$ cat src/hw/bridge_window_consts.vh
`ifndef BRIDGE_WINDOW_CONSTS_VH
`define BRIDGE_WINDOW_CONSTS_VH
// ----------------------------------------
// Register offsets (host I/O, from base)
// ----------------------------------------
`define REG_BASE_OFS 4'h0
`define REG_MAP_OFS 4'h2
`define REG_PAGE_OFS 4'h4
// ----------------------------------------
// Mapping register fields
// ----------------------------------------
`define OFS_HI 11
`define OFS_LO 8
`define WEN_BIT 7
`define WSZ_HI 6
`define WSZ_LO 4
`define SEN_BIT 3
`define SSZ_HI 2
`define SSZ_LO 0
// ----------------------------------------
// Reset values
// ----------------------------------------
`define MAP_RST 16'h0000
`define PAGE_RST 16'h0000
`define BASE_RST 16'h0000
`define MAP_RST_HI 8'h00
`define MAP_RST_LO 8'h00
`define PAGE_RST_HI 8'h00
`define PAGE_RST_LO 8'h00
`define BASE_RST_HI 8'h00
`define BASE_RST_LO 8'h00
// ----------------------------------------
// Byte lanes and address slices
// ----------------------------------------
`define ODD_BIT 0
`define WORD_HI 3
`define WORD_LO 1
`define HI_BYTE_HI 15
`define HI_BYTE_LO 8
`define LO_BYTE_HI 7
`define LO_BYTE_LO 0
`define WBASE_HI 15
`define WBASE_LO 9
`define SBASE_HI 7
`define SBASE_LO 1
`define WADDR_HI 23
`define WADDR_LO 17
`define SADDR_HI 15
`define SADDR_LO 9
`define QTR_HI 15
`define QTR_LO 14
`define MB_HI 23
`define MB_LO 20
`define INNER_HI 19
`define INNER_LO 0
`define SHORT_HI 15
`define SHORT_LO 0
`define MASK_ALL 7'h7F
`define MATCH_NONE 7'h00
`define SHORT_PAD 8'h00
// Top quarter of short space holds config registers
`define CFG_QUARTER 2'h3
`endif

$ cat src/hw/bridge_window_mapping.v
`timescale 1ns/1ps
`default_nettype none
`include "bridge_window_consts.vh"

// ----------------------------------------
// Byte-wide write-only register slice
// ----------------------------------------
// One byte of a host register, loaded on its lane strobe
module bwm_byte_reg #(
    parameter [7:0] RST_VAL = 8'h00
) (
    // Clock and reset
    input wire clk_i,
    input wire rst_n_i,
    // Lane write
    input wire load_i,
    input wire [7:0] data_i,
    // Stored value
    output reg [7:0] value_o
);

    // Load on strobe, back to reset value on hard reset
    always @(posedge clk_i or negedge rst_n_i) begin
        if (!rst_n_i) begin
            value_o <= RST_VAL;
        end else if (load_i) begin
            value_o <= data_i;
        end
    end

endmodule // bwm_byte_reg

// Behaviour
// - Wide cycles: host bits 23-20 are bus bits 23-20 plus the 4-bit offset.
// - Carry of the offset sum is dropped; offset acts two's complement.
// - Offset relocates in 1 MB steps; cleared on hard reset.
// - Wide enable set: wide hits make host memory cycles; cleared on reset.
// - Wide size field m gives window of 2^(24-m) bytes.
// - Short enable set: short hits make host I/O; else only config quarter.
// - Short size field n gives window of 2^(16-n) bytes.
// - Mapping register at offset 02, page at 04; write-only, byte or word.
// - Master transfers drive page bits 15-8 on bus lines 31-24.
// - Master transfers drive page bits 7-0 on bus lines 23-16.
// - Wide hit compares top m bits of address 23-17 with base.
// - Short hit compares top n bits of address 15-9 with base.
// - High byte sits at the odd address, low byte at the even one.
module bridge_window_mapping (
    // Clock and reset
    input wire clk_i,
    input wire rst_n_i,
    // Host I/O write port
    input wire io_wr_i,
    input wire [3:0] io_addr_i,
    input wire io_byte_i,
    input wire [15:0] io_data_i,
    // Expansion bus slave side
    input wire slv_cycle_i,
    input wire slv_wide_i,
    input wire [23:0] slv_addr_i,
    // Expansion bus master side
    input wire mst_active_i,
    // Results
    output reg wide_hit_o,
    output reg short_hit_o,
    output reg cfg_hit_o,
    output reg host_mem_o,
    output reg host_io_o,
    output reg [23:0] host_addr_o,
    output reg [15:0] ad_upper_o,
    output reg ad_upper_oe_n_o
);

    // ----------------------------------------
    // Host write decode
    // ----------------------------------------
    // Lane of the access: odd address is the high byte
    wire odd_addr;
    wire [3:0] word_addr;
    wire wr_lo;
    wire wr_hi;
    wire [7:0] lo_data;
    wire [7:0] hi_data;
    assign odd_addr = io_addr_i[`ODD_BIT];
    assign word_addr = {io_addr_i[`WORD_HI:`WORD_LO], 1'b0};
    assign wr_lo = io_wr_i & ~(io_byte_i & odd_addr);
    assign wr_hi = io_wr_i & (~io_byte_i | odd_addr);
    // Byte write to odd address carries its data in the low lane
    assign lo_data = io_data_i[`LO_BYTE_HI:`LO_BYTE_LO];
    assign hi_data = (io_byte_i & odd_addr) ? io_data_i[`LO_BYTE_HI:`LO_BYTE_LO]
                                            : io_data_i[`HI_BYTE_HI:`HI_BYTE_LO];

    // Register selects; other offsets fall through unclaimed
    wire base_sel;
    wire map_sel;
    wire page_sel;
    assign base_sel = word_addr == `REG_BASE_OFS;
    assign map_sel = word_addr == `REG_MAP_OFS;
    assign page_sel = word_addr == `REG_PAGE_OFS;

    // Lane strobes per register
    wire base_lo_ld;
    wire base_hi_ld;
    wire map_lo_ld;
    wire map_hi_ld;
    wire page_lo_ld;
    wire page_hi_ld;
    assign base_lo_ld = base_sel & wr_lo;
    assign base_hi_ld = base_sel & wr_hi;
    assign map_lo_ld = map_sel & wr_lo;
    assign map_hi_ld = map_sel & wr_hi;
    assign page_lo_ld = page_sel & wr_lo;
    assign page_hi_ld = page_sel & wr_hi;

    // ----------------------------------------
    // Register storage
    // ----------------------------------------
    // Assembled register words; there is no read path
    wire [15:0] base_addr;
    wire [15:0] window_map;
    wire [15:0] master_page;

    // Base register, low byte (short base)
    bwm_byte_reg #(
        .RST_VAL(`BASE_RST_LO)
    ) u_base_lo (
        .clk_i(clk_i),
        .rst_n_i(rst_n_i),
        .load_i(base_lo_ld),
        .data_i(lo_data),
        .value_o(base_addr[7:0])
    );
    // Base register, high byte (wide base)
    bwm_byte_reg #(
        .RST_VAL(`BASE_RST_HI)
    ) u_base_hi (
        .clk_i(clk_i),
        .rst_n_i(rst_n_i),
        .load_i(base_hi_ld),
        .data_i(hi_data),
        .value_o(base_addr[15:8])
    );
    // Mapping register, low byte (enables and sizes), cleared on reset
    bwm_byte_reg #(
        .RST_VAL(`MAP_RST_LO)
    ) u_map_lo (
        .clk_i(clk_i),
        .rst_n_i(rst_n_i),
        .load_i(map_lo_ld),
        .data_i(lo_data),
        .value_o(window_map[7:0])
    );
    // Mapping register, high byte (offset), cleared on reset
    bwm_byte_reg #(
        .RST_VAL(`MAP_RST_HI)
    ) u_map_hi (
        .clk_i(clk_i),
        .rst_n_i(rst_n_i),
        .load_i(map_hi_ld),
        .data_i(hi_data),
        .value_o(window_map[15:8])
    );
    // Page register, low byte (lines 23-16)
    bwm_byte_reg #(
        .RST_VAL(`PAGE_RST_LO)
    ) u_page_lo (
        .clk_i(clk_i),
        .rst_n_i(rst_n_i),
        .load_i(page_lo_ld),
        .data_i(lo_data),
        .value_o(master_page[7:0])
    );
    // Page register, high byte (lines 31-24)
    bwm_byte_reg #(
        .RST_VAL(`PAGE_RST_HI)
    ) u_page_hi (
        .clk_i(clk_i),
        .rst_n_i(rst_n_i),
        .load_i(page_hi_ld),
        .data_i(hi_data),
        .value_o(master_page[15:8])
    );

    // ----------------------------------------
    // Field views
    // ----------------------------------------
    wire [3:0] wide_window_offset;
    wire wide_window_enable;
    wire [2:0] wide_window_size;
    wire short_window_enable;
    wire [2:0] short_window_size;
    wire [6:0] slave_wide_base;
    wire [6:0] slave_short_base;
    wire [7:0] master_page_high;
    wire [7:0] master_page_low;

    // Mapping register fields; reserved bits are stored but unused
    assign wide_window_offset = window_map[`OFS_HI:`OFS_LO];
    assign wide_window_enable = window_map[`WEN_BIT];
    assign wide_window_size = window_map[`WSZ_HI:`WSZ_LO];
    assign short_window_enable = window_map[`SEN_BIT];
    assign short_window_size = window_map[`SSZ_HI:`SSZ_LO];
    // Base and page fields
    assign slave_wide_base = base_addr[`WBASE_HI:`WBASE_LO];
    assign slave_short_base = base_addr[`SBASE_HI:`SBASE_LO];
    assign master_page_high = master_page[`HI_BYTE_HI:`HI_BYTE_LO];
    assign master_page_low = master_page[`LO_BYTE_HI:`LO_BYTE_LO];

    // ----------------------------------------
    // Window decode
    // ----------------------------------------
    // Mask of the top m (or n) of seven compared bits; zero matches all
    function [6:0] top_mask;
        input [2:0] cnt;
        begin
            top_mask = ~(`MASK_ALL >> cnt);
        end
    endfunction

    // Address slices of the incoming cycle
    wire [6:0] wide_addr_bits;
    wire [6:0] short_addr_bits;
    wire [1:0] quarter_bits;
    wire [3:0] mb_bits;
    wire [19:0] mb_inner;
    wire [15:0] short_full;
    assign wide_addr_bits = slv_addr_i[`WADDR_HI:`WADDR_LO];
    assign short_addr_bits = slv_addr_i[`SADDR_HI:`SADDR_LO];
    assign quarter_bits = slv_addr_i[`QTR_HI:`QTR_LO];
    assign mb_bits = slv_addr_i[`MB_HI:`MB_LO];
    assign mb_inner = slv_addr_i[`INNER_HI:`INNER_LO];
    assign short_full = slv_addr_i[`SHORT_HI:`SHORT_LO];

    // Masks and matches against the base register
    wire [6:0] wide_mask;
    wire [6:0] short_mask;
    wire wide_match;
    wire short_match;
    wire cfg_match;
    wire [3:0] host_top;
    assign wide_mask = top_mask(wide_window_size);
    assign short_mask = top_mask(short_window_size);
    assign wide_match = ((wide_addr_bits ^ slave_wide_base) & wide_mask) == `MATCH_NONE;
    assign short_match = ((short_addr_bits ^ slave_short_base) & short_mask) == `MATCH_NONE;
    assign cfg_match = quarter_bits == `CFG_QUARTER;
    // Four-bit sum: the carry falls off, so the offset may move down
    assign host_top = mb_bits + wide_window_offset;

    // Qualified claims ahead of the output flops
    wire short_cyc;
    wire wide_claim;
    wire short_claim;
    wire cfg_claim;
    wire [23:0] next_host_addr;
    assign short_cyc = slv_cycle_i & ~slv_wide_i;
    assign wide_claim = slv_cycle_i & slv_wide_i & wide_window_enable & wide_match;
    assign cfg_claim = short_cyc & cfg_match;
    assign short_claim = short_cyc & ~cfg_match & short_window_enable & short_match;
    // Relocated address for wide cycles, plain for short ones
    assign next_host_addr = slv_wide_i ? {host_top, mb_inner} : {`SHORT_PAD, short_full};

    // ----------------------------------------
    // Slave results
    // ----------------------------------------
    // Registered claim flags and host address
    always @(posedge clk_i or negedge rst_n_i) begin
        if (!rst_n_i) begin
            wide_hit_o <= 1'b0;
            short_hit_o <= 1'b0;
            cfg_hit_o <= 1'b0;
            host_mem_o <= 1'b0;
            host_io_o <= 1'b0;
            host_addr_o <= 24'h000000;
        end else begin
            wide_hit_o <= wide_claim;
            host_mem_o <= wide_claim;
            cfg_hit_o <= cfg_claim;
            short_hit_o <= short_claim;
            host_io_o <= short_claim;
            host_addr_o <= next_host_addr;
        end
    end

    // ----------------------------------------
    // Master address drive
    // ----------------------------------------
    // Page onto the upper lines; enable low while a master transfer runs
    always @(posedge clk_i or negedge rst_n_i) begin
        if (!rst_n_i) begin
            ad_upper_o <= 16'h0000;
            ad_upper_oe_n_o <= 1'b1;
        end else begin
            ad_upper_o <= {master_page_high, master_page_low};
            ad_upper_oe_n_o <= ~mst_active_i;
        end
    end

endmodule // bridge_window_mapping
`default_nettype wire

$ cat config.mk
export PLATFORM = sky130hd
export DESIGN_NAME = bridge_window_mapping
export DESIGN_NICKNAME = d
export VERILOG_FILES = /design/src/hw/bridge_window_mapping.v
export VERILOG_INCLUDE_DIRS = /design/src /design/src/hw
export SDC_FILE = /design/constraint.sdc
export NUM_CORES = 1
export LEC_CHECK = 0
export BUFFER_PORTS_ARGS = -buffer_cell sky130_fd_sc_hd__buf_2
export CAP_MARGIN = 20
export CORE_MARGIN = 2
export CORE_UTILIZATION = 35
export DETAILED_ROUTE_END_ITERATION = 10
export HOLD_SLACK_MARGIN = 0.12
export PLACE_DENSITY = 0.68
export SYNTH_ARGS = -nofsm -noshare
export SYNTH_HDL_FRONTEND = slang
export SYNTH_HIERARCHICAL = 1
export SYNTH_SLANG_ARGS = --single-unit
$ cat constraint.sdc
create_clock -name clk_i -period 1.25 [get_ports clk_i]
set_input_delay 0.25 -clock clk_i [delete_from_list [all_inputs] [get_ports clk_i]]
set_output_delay 0.25 -clock clk_i [all_outputs]
set_load 0.05 [all_outputs]
==> flow_metrics.tcl <==
set metrics [dict create \
    syn_avg_cell_area_sq_um 16.5 \
    drtAntennaViolNets 0 \
    status "complete, but fails checks" \
    cts_tree "done" \
    leakagePower_nw 2.34 \
    post-route-period-util 1.11 \
    syn_to_final_growth_pct 39.5 \
    root_buffer "clkbuf_8" \
    fin_area_sq_mm 0.00480 \
    use_met2 0.233 \
    cap_violations 0 \
    num_rows 36 \
    vias 2156 \
    synthCells 208 \
    fin_setup_tns_ns -0.360 \
    gr-total-overflow 0 \
    drt-initial-drc-count 86 \
    grt_max_degree 86 \
    hp-class "input port to flop" \
    grt_pass1_vias 2245 \
    path_max_fanout 2 \
    fp.dieW_microns 103 \
    min-delay-start "io_data_i[0]" \
    worst_ep_required_time_ns 1.53 \
    endpoint_kind "flop" \
    met3_usage 0.0349 \
    hpwlAfterDp_microns 5340 \
    critPathKind "flop to flop" \
    final_net_count 413 \
    ir_worst_vdd_v 0.000604 \
    powerDensity_mw_per_mm2 1690 \
    grt_pass1_wl_microns 11700 \
    cts_max_level 3 \
    die_area_sq_mm 0.0106 \
    clk_path_buf_depth 2 \
    maxSlewHeadroom 0.713 \
    ys_warn_count 6 \
    syn_area_sq_mm 0.00344 \
    vias_per_cell 4.35 \
    cts-buffers-inserted 9 \
    place_ws_ns -0.355 \
    drcViolationCount 0 \
    gp_congestion 0.780 \
    first_pass_iters 4 \
    core_area_sq_mm 0.00964 \
    grt.met1_usage 0.196 \
    clock_skew_ns 0.0149 \
    clock_latency_ns 0.36 \
    synth_nets 263 \
    worst_slack_ns -0.143 \
    place_inst 457 \
    worst_slew_pin_slew_ns 0.430 \
    antenna_found_initial 0 \
    path_clk_slew_ns 0.10 \
    rrSetupSlack_ns -0.14 \
    hold_violations 0 \
    maxSlewViolCount 0 \
    crit_path_start_kind "flop" \
    hold_path_depth 2 \
    reg2reg_from "u_base_lo/value_o[2]" \
    cts.sinks 86 \
    placed_area_sq_mm 0.00430 \
    rsz0062_at_grt "yes" \
    clock.fmax_ghz 0.718 \
    die_h_microns 103 \
    failed_checks "setup timing" \
    cp.arrival_ns 1.67 \
    io_buffers 96 \
    top_usage_layer "met2" \
    finish.utilization 0.498 \
    io_pins 97 \
    start_util 0.357 \
    finalWirelength_microns 7460 \
    finalSetupViolCount 5 \
    antenna_cells 0 \
    drive_above_1_share 0.556 \
    fin_crit_ns 1.39 \
    wl_per_cell_microns 15.0 \
    r2r-end "host_io_o" \
    fillers 837 \
    reg2reg_depth 4 \
    grt_use_total 0.148 \
    min_to "u_map_lo/value_o[0]" \
    stdcell_count 496 \
]
==> worst max-delay path, stage by stage (launching register included) <==
cell	delay, ns
dfrtp_1	0.40
xor2_1	0.15
a211o_1	0.26
a221o_1	0.32
a211oi_2	0.18
==> layer usage <==
metal  part of all wire  vias to the layer above  routed length [microns]
li1                   -                     1012                        -
met1               0.45                     1070                     3320
met2               0.49                       62                     3660
met3              0.045                       12                      333
met4              0.019                        0                      142
met5                  0                        -                        0
==> repair_timing <==
item | 4_1_cts | 5_1_grt
hold buffers | 19 | 0
cloned | 0 | 0
setup endpoints to repair | 7 | 28
resized for setup | 6 | 15
endpoints found under the hold margin | 103 | 0
pin swaps | 3 | 3
buffers inserted | 4 | 0
==> sequential cells by signal (all words and copies together), names as in the netlist <==
signal,count
host_addr_o,24
ad_upper_o,16
u_map_lo/value_o,8
u_page_hi/value_o,8
u_page_lo/value_o,8
u_base_hi/value_o,7
u_base_lo/value_o,7
u_map_hi/value_o,4
ad_upper_oe_n_o,1
cfg_hit_o,1
host_io_o,1
host_mem_o,1
==> layout by cell type (no fill, tap or decap), types with 2 or more instances in the layout <==
cell type	count
inv_6	2
o21ai_0	3
dfrtp_1	85
buf_4	30
clkbuf_8	10
nand2_1	2
xor2_2	2
buf_6	2
a21oi_2	2
nor2_1	3
nor2b_1	2
mux2_1	8
buf_12	4
and2_1	7
nand3_1	2
mux2_4	42
ha_1	2
clkbuf_4	5
clkinvlp_4	2
a21oi_1	2
buf_2	86
dlygate4sd3_1	19
xor2_1	13
==> how the worst max path moves through the flow <==
stage	startpoint	endpoint	slack [ns]	depth (start not counted)
after floorplan	io_addr_i[3]	u_page_hi/value_o[0]	-0.18	5
after global routing	u_base_lo/value_o[2]	host_io_o	-0.21	4
after CTS	u_base_lo/value_o[2]	host_io_o	-0.14	4
after detailed placement	io_addr_i[3]	u_page_lo/value_o[1]	-0.36	6
final	u_base_lo/value_o[2]	host_io_o	-0.14	4
after global placement	io_addr_i[3]	u_page_lo/value_o[1]	-0.33	6
==> final cells by class <==
class | instances | area, sq um | area share
flip-flops and latches | 86 | 2150 | 0.449
well taps | 133 | 166 | 0.0347
repair buffers | 147 | 1000 | 0.208
multi-input cells | 113 | 1270 | 0.265
clock inverters | 6 | 67.6 | 0.0141
inverters | 1 | 3.75 | 0.000782
clock buffers | 10 | 138 | 0.0287
==> power breakdown <==
part	leakage (nW)	switching [W]	internal, W
registers	1.04	0.000326	0.00332
clock network	0.0993	0.00102	0.000989
logic	1.20	0.00132	0.00114
total	2.34	0.00266	0.00545
==> through the flow <==
stage               total power (W)  hold WS, ns
global placement            0.00596       0.0416
floorplan                   0.00523      -0.0456
detailed placement          0.00601       0.0424
CTS                         0.00814        0.148
finish                      0.00811        0.160
global route                0.00854        0.155
(Power assumes the default switching activity.)
